===== src/rtl/nsx_pkg.sv =====
// shared constants for the nibble-exchange / xor / direction-load executor
package nsx_pkg;

    // opcode widths
    localparam int unsigned INSTR_W  = 14;
    localparam int unsigned DATA_W   = 8;
    localparam int unsigned FADDR_W  = 7;

    // byte-oriented opcode field, bits 13..8
    localparam logic [5:0] OPC_NIBBLE_EXCHANGE = 6'h0E;
    localparam logic [5:0] OPC_XOR_REGISTER    = 6'h06;
    localparam logic [5:0] OPC_XOR_LITERAL     = 6'h3A;

    // direction-load opcode, bits 13..3, operand in bits 2..0
    localparam logic [10:0] OPC_DIRECTION_LOAD = 11'h00C;

    // field positions
    localparam int unsigned OPC_HI     = 13;
    localparam int unsigned OPC_LO     = 8;
    localparam int unsigned DEST_BIT   = 7;
    localparam int unsigned FADDR_HI   = 6;
    localparam int unsigned DIRL_LO    = 3;
    localparam int unsigned DIRSEL_HI  = 2;

    // legal direction-load operands
    localparam logic [2:0] DIRSEL_FIRST = 3'h5;
    localparam logic [2:0] DIRSEL_LAST  = 3'h7;

    // file addresses where the three direction registers also appear
    localparam logic [6:0] DIR_FADDR_5 = 7'h45;
    localparam logic [6:0] DIR_FADDR_6 = 7'h46;
    localparam logic [6:0] DIR_FADDR_7 = 7'h47;

    // reset values
    localparam logic [7:0] ACC_RESET = 8'h00;
    localparam logic [7:0] DIR_RESET = 8'hFF;
    localparam logic       ZF_RESET  = 1'b0;

    // destination select encodings
    localparam logic DEST_ACC  = 1'b0;
    localparam logic DEST_FILE = 1'b1;

endpackage


===== src/rtl/nsx_exec.sv =====
// decode and single-cycle execution of nibble exchange, direction load and the two xor forms
`timescale 1ns/100ps

// Functional notes
// - nibble exchange swaps halves, flags untouched
// - nibble exchange dest bit: 0 acc, 1 file
// - direction load copies acc, operands 5..7 only
// - direction registers also reachable by file addressing
// - literal xor into acc, updates zero flag
// - register xor with file, updates zero flag
// - register xor dest bit: 0 acc, 1 file
module nsx_exec
    import nsx_pkg::*;
(
    // clock and reset
    input  wire logic               clk,
    input  wire logic               rst_n,
    // instruction from fetch, one cycle per instruction
    input  wire logic               instr_valid,
    input  wire logic [13:0]        instr,
    // file read data for address instr[6:0], same cycle
    input  wire logic [7:0]         file_rd_data,
    // file write port, registered
    output logic                    file_wr_en,
    output logic [6:0]              file_wr_addr,
    output logic [7:0]              file_wr_data,
    // core state
    output logic [7:0]              acc,
    output logic                    zero_flag,
    // port direction registers for ports 5, 6, 7
    output logic [7:0]              dir_5,
    output logic [7:0]              dir_6,
    output logic [7:0]              dir_7,
    // one-cycle completion pulse
    output logic                    instr_done
);

    // decoded operation kinds
    typedef enum logic [2:0] {
        NSX_OP_NONE,
        NSX_OP_NIBBLE,
        NSX_OP_XOR_REG,
        NSX_OP_XOR_LIT,
        NSX_OP_DIR_LOAD
    } nsx_op_t;

    // true when a file address hits one of the direction registers
    function automatic logic is_dir_addr(input logic [6:0] a);
        return (a == DIR_FADDR_5) || (a == DIR_FADDR_6) || (a == DIR_FADDR_7);
    endfunction

    // exchange upper and lower halves of a byte
    function automatic logic [7:0] swap_nib(input logic [7:0] v);
        return {v[3:0], v[7:4]};
    endfunction

    nsx_op_t        op;             // decoded operation
    logic           dest;           // destination select bit
    logic [6:0]     faddr;          // file address field
    logic [2:0]     dirsel;         // direction-load operand
    logic [7:0]     literal;        // literal field
    logic [7:0]     src;            // selected file operand
    logic [7:0]     result;         // alu result

    logic           next_file_wr_en;
    logic [6:0]     next_file_wr_addr;
    logic [7:0]     next_file_wr_data;
    logic [7:0]     next_acc;
    logic           next_zero_flag;
    logic [7:0]     next_dir_5;
    logic [7:0]     next_dir_6;
    logic [7:0]     next_dir_7;
    logic           next_instr_done;

    // field extraction, fixed positions of the byte-oriented format
    assign dest    = instr[DEST_BIT];
    assign faddr   = instr[FADDR_HI:0];
    assign dirsel  = instr[DIRSEL_HI:0];
    assign literal = instr[DATA_W-1:0];

    // opcode decode; anything else is not ours and passes untouched
    always_comb
    begin
        op = NSX_OP_NONE;
        if (instr_valid)
        begin
            if (instr[OPC_HI:OPC_LO] == OPC_NIBBLE_EXCHANGE)
                op = NSX_OP_NIBBLE;
            else if (instr[OPC_HI:OPC_LO] == OPC_XOR_REGISTER)
                op = NSX_OP_XOR_REG;
            else if (instr[OPC_HI:OPC_LO] == OPC_XOR_LITERAL)
                op = NSX_OP_XOR_LIT;
            // operands below 5 have no register behind them, so are dropped
            else if (instr[OPC_HI:DIRL_LO] == OPC_DIRECTION_LOAD &&
                     dirsel >= DIRSEL_FIRST && dirsel <= DIRSEL_LAST)
                op = NSX_OP_DIR_LOAD;
        end
    end

    // file operand: direction registers read back through the file map
    always_comb
    begin
        src = file_rd_data;
        if (is_dir_addr(faddr))
        begin
            unique case (faddr)
                DIR_FADDR_5: src = dir_5;
                DIR_FADDR_6: src = dir_6;
                default:     src = dir_7;
            endcase
        end
    end

    // next state of every output register
    always_comb
    begin
        result            = 8'h00;
        next_file_wr_en   = 1'b0;
        next_file_wr_addr = file_wr_addr;
        next_file_wr_data = file_wr_data;
        next_acc          = acc;
        next_zero_flag    = zero_flag;
        next_dir_5        = dir_5;
        next_dir_6        = dir_6;
        next_dir_7        = dir_7;
        next_instr_done   = (op != NSX_OP_NONE);
        unique case (op)
            NSX_OP_NIBBLE:
                result = swap_nib(src);
            NSX_OP_XOR_REG:
            begin
                result         = acc ^ src;
                next_zero_flag = (result == 8'h00);
            end
            NSX_OP_XOR_LIT:
            begin
                result         = acc ^ literal;
                next_zero_flag = (result == 8'h00);
                next_acc       = result;
            end
            NSX_OP_DIR_LOAD:
            begin
                // status flags deliberately left alone
                unique case (dirsel)
                    DIRSEL_FIRST: next_dir_5 = acc;
                    3'h6:         next_dir_6 = acc;
                    default:      next_dir_7 = acc;
                endcase
            end
            default:
                result = 8'h00;
        endcase
        // destination routing for the two byte-oriented file forms
        if (op == NSX_OP_NIBBLE || op == NSX_OP_XOR_REG)
        begin
            if (dest == DEST_ACC)
                next_acc = result;
            else if (is_dir_addr(faddr))
            begin
                // write lands in the local register, not on the bus
                unique case (faddr)
                    DIR_FADDR_5: next_dir_5 = result;
                    DIR_FADDR_6: next_dir_6 = result;
                    default:     next_dir_7 = result;
                endcase
            end
            else
            begin
                next_file_wr_en   = 1'b1;
                next_file_wr_addr = faddr;
                next_file_wr_data = result;
            end
        end
    end

    // register stage; all outputs come straight from here
    always_ff @(posedge clk)
    begin
        if (!rst_n)
        begin
            file_wr_en   <= 1'b0;
            file_wr_addr <= 7'h00;
            file_wr_data <= 8'h00;
            acc          <= ACC_RESET;
            zero_flag    <= ZF_RESET;
            dir_5        <= DIR_RESET;
            dir_6        <= DIR_RESET;
            dir_7        <= DIR_RESET;
            instr_done   <= 1'b0;
        end
        else
        begin
            file_wr_en   <= next_file_wr_en;
            file_wr_addr <= next_file_wr_addr;
            file_wr_data <= next_file_wr_data;
            acc          <= next_acc;
            zero_flag    <= next_zero_flag;
            dir_5        <= next_dir_5;
            dir_6        <= next_dir_6;
            dir_7        <= next_dir_7;
            instr_done   <= next_instr_done;
        end
    end

    // decode strobes seen at the issue edge
    logic is_nib_w;
    logic is_nib_f;
    logic is_xr_w;
    logic is_xr_f;
    assign is_nib_w = (op == NSX_OP_NIBBLE)  && dest == DEST_ACC;
    assign is_nib_f = (op == NSX_OP_NIBBLE)  && dest == DEST_FILE && !is_dir_addr(faddr);
    assign is_xr_w  = (op == NSX_OP_XOR_REG) && dest == DEST_ACC;
    assign is_xr_f  = (op == NSX_OP_XOR_REG) && dest == DEST_FILE && !is_dir_addr(faddr);

    // any recognised word this cycle, kept as a plain signal so $past can look back at it
    logic op_hit;
    assign op_hit = (op != NSX_OP_NONE);
endmodule


===== config.mk =====
export PLATFORM = sky130hd
export DESIGN_NAME = nsx_exec
export DESIGN_NICKNAME = d
export VERILOG_FILES = /design/src/rtl/nsx_pkg.sv /design/src/rtl/nsx_exec.sv
export SDC_FILE = /design/constraint.sdc
export NUM_CORES = 1
export LEC_CHECK = 0
export ABC_AREA = 1
export BUFFER_PORTS_ARGS = -buffer_cell sky130_fd_sc_hd__buf_2
export CELL_PAD_IN_SITES_DETAIL_PLACEMENT = 1
export CELL_PAD_IN_SITES_GLOBAL_PLACEMENT = 2
export CORE_ASPECT_RATIO = 0.75
export CORE_MARGIN = 2
export CORE_UTILIZATION = 31
export CTS_BUF_LIST = sky130_fd_sc_hd__clkbuf_4 sky130_fd_sc_hd__clkbuf_8 sky130_fd_sc_hd__clkbuf_16
export DETAILED_ROUTE_END_ITERATION = 10
export PLACE_DENSITY = 0.95
export SLEW_MARGIN = 20
export SYNTH_ARGS = -nofsm -noshare
export SYNTH_HDL_FRONTEND = slang
export SYNTH_SLANG_ARGS = --single-unit

===== constraint.sdc =====
create_clock -name clk -period 3.42 [get_ports clk]
set_input_delay 0 -clock clk [delete_from_list [all_inputs] [get_ports clk]]
set_output_delay 0 -clock clk [all_outputs]
set_load 0.02 [all_outputs]

==> flow_summary.yaml, run 1 <==
floorplan:
  die_x_um: 121
  io_pins: 75
  dieArea_mm2: 0.0111
  row_count: 32
  core-area_mm2: 0.0101
  initial_core_util_pct: 31.4
  die_h_um: 91.8
place:
  dp_hpwl_um: 9350
  portBuffers: 74
  gp_congestion: 0.924
  place_inst: 688
pwr:
  power.leakage_nw: 1.89
  p_per_area_mw_per_mm2: 361
  fin_total_pwr_mw: 1.38
  ir_worst_vdd_mv: 0.153
outcome:
  status: "complete, no violations"
sta:
  min_period_ns: 2.00
  slew-limit-headroom_pct: 25.7
  maxSlewViolCount: 0
  clock.fmax_mhz: 501
  finalSetupViolations: 0
  rsz0062_at_grt: "false"
  worst_slew_pin_slew_ns: 1.11
  tns_ns: 0
  fin_skew_ns: 0.00715
  period_share_pct: 58.4
  hold_viol: 0
global_routing:
  grt_pass1_wl_um: 19300
  grt_max_degree: 32
  grt.overflow.total: 0
  antenna_found_initial: 0
  grt_pass1_vias: 3570
  track_usage_pct: 22.4
layout:
  areaGrowthSynthToFinish_pct: 20.5
  final_cell_count_no_fill: 696
  nets: 584
  diodes: 0
  drive_above_1_share_pct: 23.9
  fillCellCount: 1341
critical_path:
  timing.rr.end: "file_wr_data[1]"
  crit_end: "file_wr_data[7]"
  cp.required_ns: 3.67
  crit_type: "input port to register"
  cp-startpoint: "instr[12]"
  path_max_fanout: 21
  r2r-start: "dir_6[1]"
  cp-start-kind: "input port"
  r2r_slack_ns: 1.81
  cp-end-kind: "register"
  cp.arrival_ns: 2.24
  reg2reg_depth: 11
synth:
  synth_ff_type: "dfxtp_1"
  syn_area_mm2: 0.00318
  synth_edf_count: 0
  synth_warnings: 0
  synth-seq-cells: 50
  syn-num-nets: 516
  yosys-top-cells-area: "dfxtp_1, nand2_1, o21ai_0"
  synth_cell_types: 36
  synthesis.instances: 491
  synth_top_area_share_pct: 31.4
  synth_top_area_cell: "dfxtp_1"
  yosysSeqAreaShare_pct: 31.4
  synth-async-reset-ratio_pct: 0
  syn_area_per_cell_um2: 6.49
clock_network:
  cts_resized: 0
  cts_hold_buf: 0
  cts-buffers-inserted: 5
  cts.sinks: 50
  clk_pin_slew_worst_paths_ns: 0.07
  htreeDepth: 2
  post_cts_buffers: 0
  root_buffer: "clkbuf_16"
  cts_buffer_depth: 2
  cts_tree: "yes"
  worstSkewPairLatency_ns: 0.30
drt:
  vias: 3551
  drt_iter0_drc: 216
  drc: 0
  drtAntennaViolNets: 0
  firstDrtPassIters: 4
  avgRoutedWirePerCell_um: 17.5
  avgViaCountPerCell: 5.10
  wl_um: 12100
min_path:
  hold_path_class: "input port to register"
  hold_depth: 3
flow_run:
  drv_cap: 0
[how the worst min path moves through the flow]
stage | start | endpoint | slack, ns
final | instr_valid | instr_done | 0.02
after global routing | instr_valid | instr_done | 0.04
after CTS | instr_valid | instr_done | 0.02
after detailed placement | instr_valid | instr_done | 0.32
after global placement | instr_valid | instr_done | 0.33
after floorplan | instr[1] | file_wr_addr[1] | 0.15
[power breakdown]
group          switching [mW]  leakage [nW]  internal [mW]
clock network           0.251        0.0940          0.421
registers             0.00323         0.404          0.585
logic                  0.0868          1.39         0.0376
[state kept, by name, indices dropped and copies added, names as in the netlist]
signal and count:
dir_5 8, instr_done 1, dir_7 8, zero_flag 1
file_wr_data 8, acc 8, dir_6 8, file_wr_en 1
file_wr_addr 7
[area by class of cell]
type	instances	area, um^2	share of cell area, %
Clock buffer	5	125	3.26
Sequential cell	50	1000	26.1
Tap cell	136	170	4.43
Inverter	62	235	6.13
Clock inverter	3	68.8	1.79
Multi-Input combinational cell	365	1860	48.5
Timing Repair Buffer	75	378	9.85
[layout by cell type (no fill, tap or decap), types with 3 or more instances in the layout]
master     count
buf_2         74
nand2_2       14
o21ai_1       18
inv_1         52
nand3_1       28
inv_2          6
nand3_2        3
a31oi_1        8
or2_2          6
clkinv_1       3
nor2_1        45
dfxtp_1       50
nor3_1         4
nand2_4        4
nand2_1      125
o211ai_1      11
a21oi_1       22
xor2_1         8
nand4_1        4
nor2_2         6
o21ai_0       44
clkbuf_16      5
[cells in the mapped netlist, types with 8 or more instances]
cell type / number
nand2_2: 14
o211ai_1: 11
o21ai_0: 44
nand3_1: 28
nor2_1: 45
o21ai_1: 18
nand2_1: 125
inv_1: 52
a31oi_1: 8
dfxtp_1: 50
xor2_1: 8
a21oi_1: 22
[worst max-delay path: stages]
cell,delay (ns)
buf_2,0.10
or2_1,0.27
nor2_1,0.15
nand2_1,0.10
nor2_2,0.22
inv_2,0.15
nand2_4,0.13
nand3_1,0.35
inv_2,0.42
nor2_1,0.07
nor2_1,0.08
o21ai_0,0.11
inv_1,0.08
[metrics by stage]
stage | instance area (um^2) | utilization [%] | hold WS [ns] | worst slack (ns)
after global placement | 3640 | 36.0 | 0.332 | 1.30
after CTS | 3840 | 37.9 | 0.0162 | 1.42
after detailed placement | 3640 | 36.0 | 0.324 | 1.15
after floorplan | 3180 | - | 0.151 | 2.04
final | 3840 | 37.9 | 0.0237 | 1.42
after global routing | 3840 | 37.9 | 0.0375 | 1.15
[logic make-up (layout without fill, tap and decap cells)]
family	Yosys count	after routing	synth area share [%]
simple gates	251	251	37.8
compound gates	105	105	18.0
buf+inv	76	145	10.2
flops	50	50	31.4
xor+xnor	8	8	2.20
mux	1	1	0.354
[routing by layer]
layer	vias up	global-route usage (%)	share of wire, %
met5	-	0	0
met4	0	4.84	1.9
met3	17	3.92	6.2
met2	100	34.8	43
met1	1699	32.3	49
li1	1735	-	-
Note: power is estimated with default switching activity, not from simulation.
==> run 2, diff against run 1 <==
ABC_AREA = 0   (was 1)
CORE_UTILIZATION = 32   (was 31)
PLACE_DENSITY = 0.91   (was 0.95)
clock period = 1.9 ns   (was 3.42 ns; I/O delays follow)
==> run 2 against run 1 <==
The flow now finishes with violations (setup timing). Critical path type is now register to register. Global-route usage rose by 2.6 points. Final cell count shrank 6.8%. Highest routed layer unchanged. Critical path depth decreased by 6. First-iteration DRC count rose by 28%. Non-clock buffer count is 74 higher. Flip-flop and latch count is the same. Power rose by 70%. Cell area increased by 17%.
==> flow_summary.yaml, run 2 <==
clock_network:
  cts_buffer_depth: 2
  root_buffer: "clkbuf_16"
  cts_tree: "yes"
  cts_hold_buf: 0
  cts.sinks: 50
  worstSkewPairLatency_ns: 0.30
  clk_pin_slew_worst_paths_ns: 0.07
  htreeDepth: 2
  cts-buffers-inserted: 5
sta:
  slew-limit-headroom_pct: 63.6
  holdWs_ns: 0.0643
  fin_skew_ns: 0.00473
  clock.fmax_mhz: 500
  hold_viol: 0
  setup_ws_ns: -0.100
  maxSlewViolCount: 0
  rsz0062_at_grt: "true"
  finalSetupViolations: 11
  min_period_ns: 2.00
  worst_slew_pin_slew_ns: 0.542
  period_share_pct: 105
critical_path:
  cp-start-kind: "register"
  timing.rr.end: "dir_7[1]"
  cp.depth: 7
  cp-end-kind: "register"
  path_max_fanout: 3
  r2r_slack_ns: -0.1
  r2r-start: "dir_6[1]"
  cp.arrival_ns: 2.18
  crit_family: "compound AO/OA/AOI/OAI gates"
  crit_chain: "or2b_1 -> a2111oi_4 -> o22ai_4 -> xnor2_4 -> a221oi_2 -> buf_4 -> a21oi_2"
  cp.required_ns: 2.08
  crit_type: "register to register"
  cp_slowest_stage_delay_ns: 0.41
  reg2reg_depth: 7
  worst-path-buf-inv: 1
  cp_slowest_cell: "a2111oi_4"
outcome:
  violations: "setup timing"
  status: "complete, but fails checks"
pwr:
  seqPwrFrac_pct: 45.1
  power.leakage_nw: 1.82
  pwr-share-clk_pct: 38.7
  p_switching_mw: 0.664
  p_per_area_mw_per_mm2: 522
  p_sw_share_pct: 28.2
  ir_worst_vdd_mv: 0.368
  pwr-share-comb_pct: 16.2
  internal_power_mw: 1.69
place:
  placed_area_mm2: 0.00422
  dp_hpwl_um: 10700
  gp_congestion: 1.06
  portBuffers: 74
global_routing:
  track_usage_pct: 25.0
  grt_max_degree: 24
  grt_pass1_vias: 3696
  grt.overflow.total: 0
  grt_pass1_wl_um: 21000
  antenna_found_initial: 0
synth:
  yosys-top-cells-area: "dfxtp_1, a21oi_1, mux2_2"
  muxShareOfSynthArea_pct: 7.37
  syn_area_mm2: 0.00327
  synth-seq-cells: 50
  syn-num-nets: 416
  synth-async-reset-ratio_pct: 0
  yosysSeqAreaShare_pct: 30.6
  synthXorXnorAreaFrac_pct: 6.38
  synth_warnings: 0
  synth_simple_gate_area_share_pct: 22.2
  synth_edf_count: 0
  synthesis.instances: 391
  synth_top_family_by_area: "compound AO/OA/AOI/OAI gates"
  synth_top_area_share_pct: 30.6
  synth.most_common_cell: "dfxtp_1"
  synth_compound_area_share_pct: 27.9
  synth_cell_types: 65
  synthAdderAreaFrac_pct: 0
  syn_area_per_cell_um2: 8.37
  synth_ff_type: "dfxtp_1"
  synthTopCellsByCount: "dfxtp_1, a21oi_1, nand2_1, nor2_1, o21ai_0"
  synth_top_area_cell: "dfxtp_1"
drt:
  drtAntennaViolNets: 0
  vias: 3682
  firstDrtPassIters: 7
  drc: 0
  wl_um: 13800
  drt_iter0_drc: 277
  avgRoutedWirePerCell_um: 21.3
  avgViaCountPerCell: 5.67
layout:
  multi_input_area_mm2: 0.00219
  drive_above_1_share_pct: 40.2
  areaGrowthSynthToFinish_pct: 37.6
  final_common_cell: "buf_2"
  fillCellCount: 1217
  layout_common_cells: "buf_2, buf_4, dfxtp_1"
  post-route-cell-area_mm2: 0.00451
  utilization_pct: 45.9
  diodes: 0
  regArea_mm2: 0.00100
  nets: 542
floorplan:
  die_x_um: 121
  core-area_mm2: 0.00981
  row_count: 31
  initial_core_util_pct: 33.4
  dieArea_mm2: 0.0111
  die_h_um: 91.6
  io_pins: 75
min_path:
  hold_start: "instr[7]"
  hold_depth: 3
  worst_hold_path.endpoint: "acc[7]"
  hold_path_class: "input port to register"
flow_run:
  drv_cap: 0
-- run 2: changes by cell type after synthesis, sizes merged, moves of 8 or more --
cell	before	now
nand2	143	35
inv	59	10
o21ai	62	26
nand3	32	8
nor2	55	31
xnor2	0	15
mux2	1	14
a21oi	23	35
clkbuf	6	18
a22oi	0	11
mux2i	0	8
-- run 2: worst min-delay path: stages --
cell	delay [ns]
buf_2	0.10
buf_4	0.16
a2111oi_2	0.07
-- run 2: timing repair --
item	CTS	global route
buffers inserted	3	1
setup endpoints to repair	11	26
pin swaps	11	8
gates resized for setup	11	9
-- run 2: through the flow --
step	worst slack [ns]	cells	setup TNS (ns)	power (mW)
2_1_floorplan	0.0189	391	0	1.27
3_3_place_gp	-0.340	638	-1.43	1.42
3_5_place_dp	-0.441	638	-2.03	1.44
4_1_cts	-0.0636	648	-0.175	2.35
5_1_grt	-0.150	649	-1.51	2.42
6_report	-0.100	649	-0.475	2.35
-- run 2: layer usage --
layer	vias to the layer above	global-route usage (%)	part of all wire (%)
met5	-	0	0
met2	155	38.4	44
li1	1684	-	-
met4	0	7.07	1.9
met3	24	6.53	8.1
met1	1819	34.3	46
-- run 2: how the worst max path moves through the flow --
stage               startpoint               to  slack [ns]
finish                dir_6[1]         dir_7[1]        -0.1
global route          dir_6[1]  file_wr_data[1]       -0.15
CTS                   dir_6[1]         dir_7[1]       -0.06
detailed placement    instr[5]         dir_7[1]       -0.44
global placement      instr[5]         dir_7[1]       -0.34
floorplan             dir_6[1]         dir_7[1]        0.02
-- run 2: cells by family after synthesis --
| group | Yosys count |
|---|---|
| flops | 50 |
| xor+xnor | 23 |
| simple gates | 134 |
| buf+inv | 41 |
| compound gates | 121 |
| mux | 22 |
-- run 2: power groups by stage --
stage	clock network (mW)	registers, mW	logic, mW
final	0.911	1.06	0.380
after global routing	0.957	1.06	0.404
after CTS	0.920	1.06	0.365
after detailed placement	0	1.09	0.350
after global placement	0	1.09	0.339
after floorplan	0	1.09	0.181
-- run 2: layout make-up --
| type | instances | share of cell area (%) |
|---|---|---|
| repair buffers | 149 | 21.4 |
| clock inverters | 2 | 0.333 |
| well taps | 132 | 3.67 |
| multi-input cells | 300 | 48.7 |
| inverters | 11 | 0.916 |
| flip-flops and latches | 50 | 22.3 |
| clock buffers | 5 | 2.78 |
==> run 3, diff against run 2 <==
SETUP_SLACK_MARGIN = 0.15   (was default)
==> run 3 against run 2 <==
The run still ends with setup timing left. Clock skew grew 0.0053 ns. Flip-flop and latch count unchanged. Sequential share of layout area decreased by 1.2 points. Critical path type unchanged. Critical endpoint unchanged.
==> flow_summary.yaml, run 3 (synthesized netlist as in run 2, its figures left out) <==
flow_run:
  drv_cap: 0
min_path:
  hold_path_class: "input port to register"
  hold_start: "rst_n"
  hold_depth: 2
  worst_hold_path.endpoint: "dir_6[1]"
floorplan:
  row_count: 31
  die_x_um: 121
  dieArea_mm2: 0.0111
  core-area_mm2: 0.00981
  io_pins: 75
  die_h_um: 91.6
  initial_core_util_pct: 33.4
place:
  gp_congestion: 1.03
  place_inst: 625
  dp_hpwl_um: 10400
  portBuffers: 74
pwr:
  seqPwrFrac_pct: 42.8
  pwr-share-comb_pct: 17.2
  p_per_area_mw_per_mm2: 514
  fin_total_pwr_mw: 2.48
  pwr-share-clk_pct: 40.0
  ir_worst_vdd_mv: 0.317
  p_sw_share_pct: 27.9
  power.leakage_nw: 1.91
  internal_power_mw: 1.79
  p_switching_mw: 0.693
layout:
  layout_common_cells: "buf_2, buf_4, dfxtp_1"
  drive_above_1_share_pct: 48.9
  diodes: 0
  nets: 545
  areaGrowthSynthToFinish_pct: 47.4
  final_common_cell: "buf_2"
  final_cell_count_no_fill: 653
sta:
  maxSlewViolCount: 0
  fin_skew_ns: 0.00999
  hold_viol: 0
  setup_ws_ns: -0.0590
  tns_ns: -0.176
  finalSetupViolations: 4
  period_share_pct: 103
  min_period_ns: 1.96
  slew-limit-headroom_pct: 61.0
  worst_slew_pin_slew_ns: 0.584
  clock.fmax_mhz: 510
  rsz0062_at_grt: "true"
drt:
  wl_um: 15100
  drt_iter0_drc: 322
  firstDrtPassIters: 5
  avgViaCountPerCell: 5.80
  drc: 0
  drtAntennaViolNets: 0
  vias: 3785
  avgRoutedWirePerCell_um: 23.1
global_routing:
  track_usage_pct: 25.4
  grt.overflow.total: 0
  grt_max_degree: 18
  antenna_found_initial: 0
  grt_pass1_vias: 3771
  grt_pass1_wl_um: 21600
critical_path:
  cp-startpoint: "dir_6[1]"
  crit_type: "register to register"
  cp.required_ns: 2.09
  cp-start-kind: "register"
  path_max_fanout: 3
  reg2reg_depth: 6
  cp-end-kind: "register"
  r2r-start: "dir_6[1]"
  cp.arrival_ns: 2.14
  r2r_slack_ns: -0.06
  timing.rr.end: "dir_7[1]"
clock_network:
  cts-buffers-inserted: 5
  cts_tree: "yes"
  cts_buffer_depth: 2
  cts.sinks: 50
  worstSkewPairLatency_ns: 0.30
  clk_pin_slew_worst_paths_ns: 0.07
  cts_hold_buf: 0
  root_buffer: "clkbuf_16"
  htreeDepth: 2
outcome:
  violations: "setup timing"
  status: "complete, but fails checks"
-- run 3: area by class of cell --
class,instances,area [um^2]
timing repair buffer,152,996
sequential,50,1020
multi-input combinational,300,2440
inverter,11,41.3
clock buffer,7,153
clock inverter,1,8.76
fill,1149,4990
tap,132,165
-- run 3: repair_timing --
item / in CTS / in global routing
endpoints found under the setup margin: 40 / 39
endpoints found under the hold margin: 0 / 0
setup buffers: 9 / 11
pin swaps: 20 / 38
gates resized for setup: 26 / 45
-- run 3: routing by layer --
layer	up-vias	share of wire (%)	GRT usage (%)
met1	1862	45	36.7
li1	1691	-	-
met4	0	2.3	4.84
met3	35	6.2	4.65
met2	197	46	39.4
met5	-	0	0
-- run 3: how the worst max path moves through the flow --
stage	depth (start not counted)	end
2_1_floorplan	6	dir_7[1]
3_3_place_gp	7	dir_7[0]
3_5_place_dp	7	dir_7[0]
4_1_cts	6	file_wr_data[1]
5_1_grt	6	dir_7[1]
6_report	6	dir_7[1]
-- run 3: per-stage QoR --
stage / area (um^2) / hold slack [ns] / worst slack (ns) / utilization (%)
floorplan: 3310 / 0.0731 / 0.144 / -
global placement: 4150 / 0.342 / -0.0791 / 42.3
detailed placement: 4150 / 0.351 / -0.0638 / 42.3
CTS: 4500 / 0.0368 / -0.0133 / 45.8
global route: 4830 / 0.0668 / -0.114 / 49.2
finish: 4830 / 0.0711 / -0.0590 / 49.2
-- run 3: worst max-delay path, cell delays in order (launching register included) --
cell       delay (ns)
dfxtp_2          0.32
or2b_1           0.27
a2111oi_4        0.39
o22ai_4          0.18
xnor2_4          0.19
a221oi_4         0.38
a21oi_1          0.12
-- run 3: power groups by stage --
stage,combinational (mW),clock (mW),sequential (mW)
2_1_floorplan,0.184,0,1.09
3_3_place_gp,0.329,0,1.09
3_5_place_dp,0.338,0,1.09
4_1_cts,0.359,0.985,1.06
5_1_grt,0.446,1.02,1.06
6_report,0.427,0.991,1.06
